[src/pmwc_pkg.sv]
/*
 Constants and types for the power mode and wake-up controller.
 Assumes an APB master on pclk and a core that reacts to halt and wake outputs.
*/
package pmwc_pkg;
	localparam logic [7:0] PMWC_ADDR_CLKCTL = 8'h00;
	localparam logic [7:0] PMWC_ADDR_HSCTL = 8'h04;
	localparam logic [7:0] PMWC_ADDR_WAKEEN = 8'h08;
	localparam logic [7:0] PMWC_ADDR_STATUS = 8'h0c;
	localparam logic [7:0] PMWC_ADDR_CMD = 8'h10;
	localparam int PMWC_SEL_LSB = 5;
	localparam int PMWC_HSKEEP_BIT = 1;
	localparam int PMWC_LSKEEP_BIT = 0;
	localparam int PMWC_HSEN_BIT = 0;
	localparam int PMWC_HSF_BIT = 1;
	localparam logic [2:0] PMWC_SEL_SLOW = 3'h7;
	localparam logic [2:0] PMWC_SEL_RST = 3'h0;
	localparam logic PMWC_HSEN_RST = 1'b1;
	localparam int PMWC_CMD_CLRWDT_BIT = 0;
	localparam int PMWC_CMD_HALT_BIT = 1;
	localparam int PMWC_CMD_WDTEN_BIT = 2;
	localparam int PMWC_CMD_WDTDIS_BIT = 3;
	localparam int PMWC_HS_STABLE_CYC = 64;
	localparam int PMWC_LS_STABLE_CYC = 16;
	typedef enum logic [2:0] {
		PMWC_RUN = 3'b000,
		PMWC_SLEEP = 3'b001,
		PMWC_IDLE_SUB_ONLY = 3'b010,
		PMWC_IDLE_BOTH_CLOCKS = 3'b011,
		PMWC_IDLE_FAST_ONLY = 3'b100,
		PMWC_WAKE = 3'b101
	} pmwc_state_t;
endpackage

[src/pmwc_top.sv]
/*
 Power mode, clock switch and wake-up controller with an APB register slave.
 Assumes the core halts on cpu_run low and samples wake reasons on wake_pulse.
*/
// Design decisions made here: the register addresses and the APB interface to the registers.
`timescale 1ns/1ps
module pmwc_top #(
	parameter int PA_W = 8,
	parameter int IRQ_W = 8,
	parameter int WDT_W = 16
) (
	input wire logic pclk,
	input wire logic presetn,
	input wire logic psel,
	input wire logic penable,
	input wire logic pwrite,
	input wire logic [7:0] paddr,
	input wire logic [31:0] pwdata,
	output logic [31:0] prdata,
	output logic pready,
	output logic pslverr,
	input wire logic [PA_W-1:0] porta_in,
	input wire logic [IRQ_W-1:0] irq_req,
	input wire logic [IRQ_W-1:0] irq_en,
	input wire logic stack_full,
	input wire logic halt_req,
	input wire logic clr_wdt,
	output logic cpu_run,
	output logic [2:0] sysclk_div_sel,
	output logic sysclk_slow,
	output logic hs_osc_on,
	output logic ls_osc_on,
	output logic wdt_overflow,
	output logic pc_sp_reset,
	output logic irq_take,
	output logic wake_pulse
);
	import pmwc_pkg::*;

	pmwc_state_t state_q;
	logic [2:0] sysclk_select_q;
	logic hs_osc_halt_keep_q, ls_osc_halt_keep_q, hs_osc_enable_q, hs_osc_stable_flag_q;
	logic ls_stable_q, wdt_en_q, power_down_flag_q, watchdog_timeout_flag_q;
	logic [PA_W-1:0] porta_wake_enable_q, porta_prev_q;
	logic [IRQ_W-1:0] irq_block_q;
	logic [7:0] hs_cnt_q, ls_cnt_q;
	logic [WDT_W-1:0] wdt_q;
	logic wr, rd, halt_go, cmd_halt, cmd_clr, in_halt, wake_port, wake_irq, wake_wdt;
	logic [31:0] rdata_d;

	function automatic logic hit(input logic [7:0] a, input logic [7:0] r);
		return a == r;
	endfunction

	assign wr = psel && penable && pwrite;
	assign rd = psel && penable && !pwrite;
	assign cmd_halt = wr && hit(paddr, PMWC_ADDR_CMD) && pwdata[PMWC_CMD_HALT_BIT];
	assign cmd_clr = clr_wdt || (wr && hit(paddr, PMWC_ADDR_CMD) && pwdata[PMWC_CMD_CLRWDT_BIT]);
	assign halt_go = (state_q == PMWC_RUN) && (halt_req || cmd_halt);
	assign in_halt = (state_q != PMWC_RUN) && (state_q != PMWC_WAKE);
	// Falling edge on enabled pin
	assign wake_port = |(porta_prev_q & ~porta_in & porta_wake_enable_q);
	// Requests already pending at halt are masked
	assign wake_irq = |(irq_req & ~irq_block_q);
	assign wake_wdt = wdt_en_q && (&wdt_q);

	// APB slave, zero wait
	always_ff @(posedge pclk or negedge presetn) begin
		if (!presetn) begin
			pready <= 1'b0;
			pslverr <= 1'b0;
			prdata <= 32'h0;
		end else begin
			pready <= psel && !penable;
			pslverr <= 1'b0;
			if (psel && !penable && !pwrite)
				prdata <= rdata_d;
			if (psel && !penable && !(hit(paddr, PMWC_ADDR_CLKCTL) || hit(paddr, PMWC_ADDR_HSCTL)
				|| hit(paddr, PMWC_ADDR_WAKEEN) || hit(paddr, PMWC_ADDR_STATUS)
				|| hit(paddr, PMWC_ADDR_CMD)))
				pslverr <= 1'b1;
		end
	end

	always_comb begin
		rdata_d = 32'h0;
		unique case (paddr)
			PMWC_ADDR_CLKCTL: begin
				rdata_d[PMWC_SEL_LSB +: 3] = sysclk_select_q;
				rdata_d[PMWC_HSKEEP_BIT] = hs_osc_halt_keep_q;
				rdata_d[PMWC_LSKEEP_BIT] = ls_osc_halt_keep_q;
			end
			PMWC_ADDR_HSCTL: begin
				rdata_d[PMWC_HSEN_BIT] = hs_osc_enable_q;
				rdata_d[PMWC_HSF_BIT] = hs_osc_stable_flag_q;
			end
			PMWC_ADDR_WAKEEN: rdata_d[PA_W-1:0] = porta_wake_enable_q;
			PMWC_ADDR_STATUS: rdata_d[4:0] = {wdt_en_q, ls_stable_q, watchdog_timeout_flag_q,
				power_down_flag_q, sysclk_slow};
			default: rdata_d = 32'h0;
		endcase
	end

	// Software controls; the write lands in the access cycle with pready
	always_ff @(posedge pclk or negedge presetn) begin
		if (!presetn) begin
			sysclk_select_q <= PMWC_SEL_RST;
			hs_osc_halt_keep_q <= 1'b0;
			ls_osc_halt_keep_q <= 1'b0;
			hs_osc_enable_q <= PMWC_HSEN_RST;
			porta_wake_enable_q <= '0;
			wdt_en_q <= 1'b1;
		end else if (wr && pready) begin
			if (hit(paddr, PMWC_ADDR_CLKCTL)) begin
				sysclk_select_q <= pwdata[PMWC_SEL_LSB +: 3];
				hs_osc_halt_keep_q <= pwdata[PMWC_HSKEEP_BIT];
				ls_osc_halt_keep_q <= pwdata[PMWC_LSKEEP_BIT];
			end
			if (hit(paddr, PMWC_ADDR_HSCTL))
				hs_osc_enable_q <= pwdata[PMWC_HSEN_BIT];
			if (hit(paddr, PMWC_ADDR_WAKEEN))
				porta_wake_enable_q <= pwdata[PA_W-1:0];
			if (hit(paddr, PMWC_ADDR_CMD) && pwdata[PMWC_CMD_WDTEN_BIT])
				wdt_en_q <= 1'b1;
			if (hit(paddr, PMWC_ADDR_CMD) && pwdata[PMWC_CMD_WDTDIS_BIT])
				wdt_en_q <= 1'b0;
		end
	end

	// Mode machine
	always_ff @(posedge pclk or negedge presetn) begin
		if (!presetn) begin
			state_q <= PMWC_RUN;
			irq_block_q <= '0;
			wake_pulse <= 1'b0;
			pc_sp_reset <= 1'b0;
			irq_take <= 1'b0;
			cpu_run <= 1'b1;
		end else begin
			wake_pulse <= 1'b0;
			pc_sp_reset <= 1'b0;
			irq_take <= 1'b0;
			unique case (state_q)
				PMWC_RUN: if (halt_go) begin
					irq_block_q <= irq_req;
					cpu_run <= 1'b0;
					unique case ({hs_osc_halt_keep_q, ls_osc_halt_keep_q})
						2'b00: state_q <= PMWC_SLEEP;
						2'b01: state_q <= PMWC_IDLE_SUB_ONLY;
						2'b11: state_q <= PMWC_IDLE_BOTH_CLOCKS;
						2'b10: state_q <= PMWC_IDLE_FAST_ONLY;
					endcase
				end
				PMWC_WAKE: if (sysclk_slow ? ls_stable_q : hs_osc_stable_flag_q) begin
					state_q <= PMWC_RUN;
					cpu_run <= 1'b1;
				end
				default: if (wake_port || wake_irq || wake_wdt) begin
					state_q <= PMWC_WAKE;
					wake_pulse <= 1'b1;
					pc_sp_reset <= wake_wdt;
					// Service only if enabled and room on stack
					irq_take <= !wake_wdt && |(irq_req & ~irq_block_q & irq_en) && !stack_full;
				end
			endcase
		end
	end

	// Status flags
	always_ff @(posedge pclk or negedge presetn) begin
		if (!presetn) begin
			power_down_flag_q <= 1'b0;
			watchdog_timeout_flag_q <= 1'b0;
		end else begin
			if (halt_go) begin
				power_down_flag_q <= 1'b1;
				watchdog_timeout_flag_q <= 1'b0;
			end else if (cmd_clr)
				power_down_flag_q <= 1'b0;
			if (in_halt && wake_wdt)
				watchdog_timeout_flag_q <= 1'b1;
		end
	end

	// Watchdog counter and overflow pulse
	always_ff @(posedge pclk or negedge presetn) begin
		if (!presetn) begin
			wdt_q <= '0;
			wdt_overflow <= 1'b0;
		end else begin
			wdt_overflow <= wake_wdt && !in_halt;
			if (halt_go || cmd_clr || wake_wdt)
				wdt_q <= '0;
			else if (wdt_en_q && ls_osc_on)
				wdt_q <= wdt_q + 1'b1;
		end
	end

	// Oscillator gating and stabilisation
	always_ff @(posedge pclk or negedge presetn) begin
		if (!presetn) begin
			hs_osc_on <= 1'b1;
			ls_osc_on <= 1'b1;
			hs_cnt_q <= '0;
			ls_cnt_q <= '0;
			hs_osc_stable_flag_q <= 1'b0;
			ls_stable_q <= 1'b0;
			sysclk_slow <= 1'b0;
			sysclk_div_sel <= PMWC_SEL_RST;
		end else begin
			// Fast oscillator: enable outside halt (slow mode honours enable), keep in halt
			hs_osc_on <= in_halt || halt_go ? (halt_go ? hs_osc_halt_keep_q :
				(state_q == PMWC_IDLE_BOTH_CLOCKS || state_q == PMWC_IDLE_FAST_ONLY)) :
				(hs_osc_enable_q || sysclk_select_q != PMWC_SEL_SLOW);
			// Slow oscillator held while watchdog runs
			ls_osc_on <= (in_halt || halt_go) ? (ls_osc_halt_keep_q || wdt_en_q) : 1'b1;
			// Stable flag drops while off, sets after count
			if (!hs_osc_on) begin
				hs_cnt_q <= '0;
				hs_osc_stable_flag_q <= 1'b0;
			end else if (hs_cnt_q == 8'(PMWC_HS_STABLE_CYC - 1))
				hs_osc_stable_flag_q <= 1'b1;
			else
				hs_cnt_q <= hs_cnt_q + 8'h01;
			if (!ls_osc_on) begin
				ls_cnt_q <= '0;
				ls_stable_q <= 1'b0;
			end else if (ls_cnt_q == 8'(PMWC_LS_STABLE_CYC - 1))
				ls_stable_q <= 1'b1;
			else
				ls_cnt_q <= ls_cnt_q + 8'h01;
			// Slow switch waits on subclock
			if (sysclk_select_q == PMWC_SEL_SLOW) begin
				if (ls_stable_q)
					sysclk_slow <= 1'b1;
			end else if (hs_osc_stable_flag_q) begin
				sysclk_slow <= 1'b0;
				sysclk_div_sel <= sysclk_select_q;
			end
		end
	end

	always_ff @(posedge pclk or negedge presetn) begin
		if (!presetn)
			porta_prev_q <= '0;
		else
			porta_prev_q <= porta_in;
	end
endmodule

[config.mk]
export PLATFORM = sky130hd
export DESIGN_NAME = pmwc_top
export DESIGN_NICKNAME = d
export VERILOG_FILES = /design/src/pmwc_pkg.sv /design/src/pmwc_top.sv
export SDC_FILE = /design/constraint.sdc
export NUM_CORES = 1
export LEC_CHECK = 0
export BUFFER_PORTS_ARGS = -buffer_cell sky130_fd_sc_hd__buf_2
export CORE_ASPECT_RATIO = 1.2
export CORE_UTILIZATION = 40
export CTS_BUF_LIST = sky130_fd_sc_hd__clkbuf_4 sky130_fd_sc_hd__clkbuf_8
export CTS_CLUSTER_DIAMETER = 150
export DETAILED_ROUTE_END_ITERATION = 16
export GPL_TIMING_DRIVEN = 0
export RECOVER_POWER = 25
export SLEW_MARGIN = 20
export SYNTH_ARGS = -nofsm -noshare
export SYNTH_HDL_FRONTEND = slang
export SYNTH_SLANG_ARGS = --single-unit
[constraint.sdc]
create_clock -name pclk -period 2.9 [get_ports pclk]
set_input_delay 0.58 -clock pclk [delete_from_list [all_inputs] [get_ports pclk]]
set_output_delay 0.58 -clock pclk [all_outputs]
set_load 0.005 [all_outputs]
* Word level (Yosys, flattened, before mapping)
Cells that the tools add are included.
** Word-level totals
- Register bits after elaboration :: 91
- Bits of input ports :: 72
- Output and inout port bits :: 45
- Logic and storage cells :: 164
** Cells by class
- $add $sub $neg :: 3
- Equal/unequal tests :: 22
- Muxes and demuxes :: 40
- Bitwise gates (word level) :: 7
- Reductions and logical operators :: 64
** Operator list (number)
- $and A8 B8 Y8 :: 4
- $mux W16 :: 2
- $mux W8 :: 4
- $mux W1 :: 25
- $eq A8 B4 Y1 const B :: 3
- $reduce_or A8 Y1 :: 3
- $logic_and A1 B1 Y1 :: 19
- $pmux W3 S2 :: 3
- $add A16 B1 Y16 const B :: 1
- $add A8 B1 Y8 const B :: 2
- $not A8 Y8 :: 2
- $reduce_and A16 Y1 :: 1
- $logic_or A1 B1 Y1 :: 14
- $reduce_and A2 Y1 :: 7
- $pmux W3 S4 :: 1
- $reduce_bool A2 Y1 :: 6
- $ne A2 B2 Y1 const B :: 5
- $eq A3 B3 Y1 const B :: 3
- $mux W3 :: 3
- $eq A8 B3 Y1 const B :: 1
- $eq A8 B5 Y1 const B :: 1
- $eq A8 B6 Y1 const B :: 1
- $logic_not A8 Y1 :: 1
- $pmux W2 S4 :: 1
- 13 further kinds :: 23

* Depth between registers and ports, before layout
- Depth in word-level cells :: 9
- Gate-level depth with buffers :: 7

* Worst setup path after synthesis
Ideal clock, no wire load.
- Path type :: input to register
- From :: input paddr[7]
- To :: register porta_wake_enable_q[0]
- Setup time :: 125 ps
- Arrival :: 1936 ps
- Required time :: 2775 ps
- Slack :: 839 ps
- Stages on the path :: 5
- Path buffers :: 0
- Cell sequence :: or4_4 -> nor3_4 -> and3_4 -> nand3b_4 -> mux2_2
** Between the ends
- Cells in the longest elaborated chain, start to end :: 2
** RTL lines
- start, declared :: RTL line pmwc_top.sv:17 : input wire logic [7:0] paddr,
- $eq A8 B4 Y1 :: RTL line pmwc_top.sv:52 : return a == r;
- $reduce_and A2 Y1 (no source line)
- end signal, assigned :: RTL line pmwc_top.sv:122 : porta_wake_enable_q <= pwdata[PA_W-1:0];
- end, declared :: RTL line pmwc_top.sv:44 : logic [PA_W-1:0] porta_wake_enable_q, porta_prev_q;
No other way between the ends.
A chain may end at the register's enable or synchronous reset.

* Final worst setup path
- From :: register wdt_en_q
- To :: register wdt_q[7]
** Between the ends
- Cells in the longest elaborated chain, start to end :: 3
- Elaborated cells on any way between the ends :: 5
** RTL lines
- start, declared :: RTL line pmwc_top.sv:43 : logic ls_stable_q, wdt_en_q, power_down_flag_q, watchdog_timeout_flag_q;
- start signal, assigned :: RTL line pmwc_top.sv:112 : wdt_en_q <= 1'b1;
- start signal, assigned :: RTL line pmwc_top.sv:124 : wdt_en_q <= 1'b1;
- start signal, assigned :: RTL line pmwc_top.sv:126 : wdt_en_q <= 1'b0;
- $logic_and A1 B1 Y1 :: RTL line pmwc_top.sv:65 : assign wake_wdt = wdt_en_q && (&wdt_q);
- $logic_or A1 B1 Y1 :: RTL line pmwc_top.sv:192 : if (halt_go || cmd_clr || wake_wdt)
- $mux W16 or $reduce_bool A2 Y1 (tied branches)
- end signal, assigned :: RTL line pmwc_top.sv:195 : wdt_q <= wdt_q + 1'b1;
- end, declared :: RTL line pmwc_top.sv:47 : logic [WDT_W-1:0] wdt_q;
Several ways; a longest one is shown, not always the timed one.

==> summary by stage <==
Clocking
The clock-pin slew on the worst setup and hold paths is 100 ps. The CTS tree is built. The tree is rooted in a sky130_fd_sc_hd__clkbuf_8.

Once the clock tree was built, the setup fixing pass inserted 0 buffers. The longest clock path from root to sink contains 2 buffers. The number of CTS-inserted buffers is 9. The total of hold buffers inserted after clock tree synthesis is 0. After clock tree synthesis, the repair step resized 0 gates. For this design, the sink count on the clock tree is 91. The insertion delay to the later sink of the worst-skew pair is 370 ps. The number of levels in the clock H-tree is 3.

Pwr
The leakage power of the design is 2.56 nW. The power per unit of standard cell area is 619 nW/um^2. Of the total power, the clock network draws 0.293. Of the total power, the share spent switching nets is 0.290. Of the total power, combinational logic draws 0.207. The total net switching power is 0.942 mW.

VDD sags by at most 308 uV. The overall power of the completed layout is 3.25 mW. The sequential cell fraction of total power is 0.500. Internal power comes to 2.31 mW.

Finish
The number of inserted diodes is 0. After filler insertion, the fill cell instance count of the layout stands at 978. The count of nets after finishing is 592. From synthesis to final layout, the design area changed by 19.0%. The fraction of the core area covered by cells at the end of the flow is 0.495. The fraction of layout cells with a size suffix above 1 is 0.289.

Global routing
The total overflow left after global routing is 0. The global-route wire length before repair is 14800 um. The number of antenna violations at the first check in global routing is 0. The number of global-route vias before repair is 3047. Entering global routing, the biggest net connects 63 pins. Across every metal layer, demand over resource in global routing totals 0.167.

Synthesis
Ranked by total cell area, the synthesized netlist is headed by sky130_fd_sc_hd__dfrtp_1, sky130_fd_sc_hd__mux2_2, sky130_fd_sc_hd__buf_4. The most area-hungry cell type in the Yosys netlist is sky130_fd_sc_hd__dfrtp_1. The proportion of netlist area held by the largest area contributor is 0.487.

The simple-gate share of the synthesized area is 0.204. The combinational family with the most area after synthesis is simple AND/OR/NAND/NOR gates. The number of synthesized flops with an enable pin is 0. The cell area that synthesis handed to floorplanning was 4420 um^2. The share of flip-flops with an asynchronous set or reset after synthesis is 1.00. The library cell with the highest instance count after synthesis is sky130_fd_sc_hd__dfrtp_1. The commonest cells after synthesis are sky130_fd_sc_hd__dfrtp_1, sky130_fd_sc_hd__nor2_1, sky130_fd_sc_hd__nand2_1. The portion of netlist area occupied by mux cells is 0.0889. The synthesized netlist contains 51 unique library cells. For this run, the leading register cell type out of synthesis is sky130_fd_sc_hd__dfrtp_1. The flip-flop and latch count after synthesis is 91. The adder and majority gate portion of the synthesized area is 0.0170. The post-synthesis share of cell area spent on xor and xnor gates is 0.0436. Of the synthesized area, sequential elements account for 0.517.

The Yosys step of the flow raised 0 warnings. The area fraction in compound gates after synthesis is 0.0722. After synthesis, the mean cell area works out to 10.8 um^2.

The synthesized netlist cell count is 411.

Place
The worst setup timing slack at the placement stage is 527 ps. The congestion estimate from routability-driven global placement came to 0.781. Once detailed placement completed, the half-perimeter wirelength came to 6730 um.

The count of buffers from port buffering is 68.

STA
For the pin with the worst max-slew slack, the measured transition is 1740 ps. Between clock sinks in the finished design, the worst skew comes to 14.2 ps. Timing would allow up to 439 MHz. The setup-violating endpoint count in the final report is 0. Setup repair after global routing left no endpoint under its margin.

The final max-slew violation count is 30. In the final timing run, aggregate negative setup slack is 0 ps. The minimum clock period is 2280 ps. The post-layout worst setup margin is 622 ps. Hold timing on the final database bottoms out at a slack of 318 ps. Headroom to the max-slew limit came out at -0.158. The fraction of the cycle the final worst path needs is 0.786. The total count of hold-check failures in the final report is 0.

Job
The tool flagged a number of max-cap violations equal to 1.

Setup path
The number of cells traversed by the worst register-to-register path is 7. At the worst endpoint, the required time is 3150 ps. The slowest stage of the critical path belongs to the cell sky130_fd_sc_hd__dfstp_2. Of all nets on the critical path, the largest fanout is 10. The worst flop-to-flop path endpoint is wdt_q[7].

Grouping stages by cell kind, the critical path spends the most delay in buffers and inverters. The arrival time of data at the critical path endpoint is 2530 ps. The critical path goes through clkbuf_1 -> nand4_1 -> or4_1 -> clkbuf_1 -> nand3_2 -> buf_2 -> nor2_1. The worst register-to-register path has a setup slack of 620 ps.

The cell occurring most often along the worst timing path is sky130_fd_sc_hd__clkbuf_1. The critical path contains buffers and inverters numbering 3 combined. The launch instance of the worst register-to-register path is wdt_en_q. The startpoint type of the worst setup path is a flop. The delay of the slowest critical-path stage is 520 ps. The critical path runs through a total of 7 cells. The critical path is of the flop to flop type. The worst setup path is captured at a flop.

Floorplan
In this run the vertical extent of the chip is 117 um. The number of placement rows is 41. The die covers 11500 um^2. The I/O pin total is 117.

The starting density of the core is 0.416. The floorplan die width is 98.0 um. In this run the standard cell core region covers 10600 um^2.

Worst hold path
Along the worst hold path, the cell count comes to 1. The start point of the worst hold path is porta_in[4]. For hold timing, the worst endpoint is porta_prev_q[4]. The min-delay analysis places its worst path in the category primary input to flop.

Route
The count of nets left with antenna violations after detail routing is 0. The post-detailed-route via-to-cell ratio is 4.99. The routed wirelength normalized by instance count is 13.8 um. For this run, design rule violations remaining after detail routing come to 6.

The detailed-route via count is 3234. In this run, the number of DRC markers left after iteration 0 of detailed routing was 141. The number of detailed-route iterations in the first pass is 10. The final routed wirelength across all metal layers is 8910 um.

Status
The checks that failed: DRC, capacitance limit, slew limit. The flow ran to the end, but the final reports show violations.
[power groups by stage]
| stage | logic (mW) | registers [mW] | clock network [mW] |
|---|---|---|---|
| 4_1_cts | 0.683 | 1.63 | 0.992 |
| 2_1_floorplan | 0.461 | 1.62 | 0 |
| 6_report | 0.672 | 1.63 | 0.953 |
| 5_1_grt | 0.761 | 1.66 | 1.03 |
| 3_3_place_gp | 0.658 | 1.65 | 0 |
| 3_5_place_dp | 0.681 | 1.65 | 0 |
[metrics by stage]
| stage | std cells | instance area, um^2 |
|---|---|---|
| after floorplan | 434 | 4510 |
| after global routing | 648 | 5260 |
| final | 648 | 5260 |
| after global placement | 631 | 5010 |
| after CTS | 648 | 5270 |
| after detailed placement | 632 | 5040 |
[metal layers]
| layer | GRT usage | wire (um) |
|---|---|---|
| met5 | 0 | 0 |
| met4 | 0.0970 | 265 |
| met3 | 0.0243 | 324 |
| met2 | 0.278 | 4190 |
| met1 | 0.211 | 4130 |
[flip-flops by register name, indices dropped and copies added (netlist names), 3 cells and up]
signal and flops:
wdt_q 16, hs_cnt_q 8, irq_block_q 8, ls_cnt_q 8
porta_prev_q 8, porta_wake_enable_q 8, prdata 8, state_q 3
sysclk_div_sel 3, sysclk_select_q 3
[worst max path at each step]
stage	from	end	slack, ps
after global placement	presetn	wdt_q[9]	410
after floorplan	paddr[7]	porta_wake_enable_q[0]	840
after CTS	wdt_en_q	wdt_q[15]	600
after detailed placement	pwrite	irq_block_q[2]	530
after global routing	wdt_en_q	wdt_q[10]	460
final	wdt_en_q	wdt_q[7]	620
[cell families after synthesis]
| logic type | Yosys count |
|---|---|
| xor gates and xnor gates | 22 |
| DFF | 91 |
| muxes | 34 |
| AOI/OAI and AO/OA | 52 |
| adders and majority gates | 6 |
| and+or+nand+nor | 163 |
| buffers and inverters | 42 |
| other | 1 |
[worst reg2reg max path, delay by kind of cell (launching register included)]
family                 cells  cell delay [ps]
buffers and inverters      3              830
AND/OR/NAND/NOR            4              810
flip-flops                 1              520
[cell usage in the layout (no fill, tap or decap), types with 3 or more instances in the layout]
cell type                  netlist  routed
sky130_fd_sc_hd__mux2_2         22      22
sky130_fd_sc_hd__nor2b_1        14      14
sky130_fd_sc_hd__clkbuf_8        0       9
sky130_fd_sc_hd__a21boi_0        3       3
sky130_fd_sc_hd__dfstp_2         5       5
sky130_fd_sc_hd__inv_1           7       7
sky130_fd_sc_hd__nand3b_1        9       9
sky130_fd_sc_hd__dfrtp_1        86      86
sky130_fd_sc_hd__conb_1          1      24
sky130_fd_sc_hd__and3_1          8       8
sky130_fd_sc_hd__and2_1          9       9
sky130_fd_sc_hd__nand3_1        20      20
sky130_fd_sc_hd__o22a_1          3       3
sky130_fd_sc_hd__a22oi_1         4       4
sky130_fd_sc_hd__or3_1           3       3
sky130_fd_sc_hd__xnor2_1        11      11
sky130_fd_sc_hd__nor2_1         32      32
sky130_fd_sc_hd__nand2_1        29      29
sky130_fd_sc_hd__o21ai_0        15      15
sky130_fd_sc_hd__clkbuf_1        6       7
sky130_fd_sc_hd__nand4_1         7       7
sky130_fd_sc_hd__nor4_1          4       4
sky130_fd_sc_hd__nor3_1          7       7
sky130_fd_sc_hd__buf_2           4      71
sky130_fd_sc_hd__a21oi_1        10      10
sky130_fd_sc_hd__mux2i_1        10      10
sky130_fd_sc_hd__xor2_1         11      11
sky130_fd_sc_hd__buf_4          24      24
sky130_fd_sc_hd__ha_1            6       6
sky130_fd_sc_hd__nand2b_1        4       4
sky130_fd_sc_hd__a31oi_1         9       9
sky130_fd_sc_hd__clkinv_4        0       3
[layout make-up]
| class | count | area, um^2 | area share |
|---|---|---|---|
| plain buffers | 35 | 226 | 0.0431 |
| well taps | 129 | 161 | 0.0307 |
| flip-flops and latches | 91 | 2280 | 0.434 |
| repair buffers | 69 | 367 | 0.0697 |
| clock buffers | 9 | 124 | 0.0236 |
| clock inverters | 7 | 100 | 0.0190 |
| inverters | 7 | 26.3 | 0.00500 |
| multi-input cells | 301 | 1970 | 0.375 |
(Power assumes the default switching activity.)
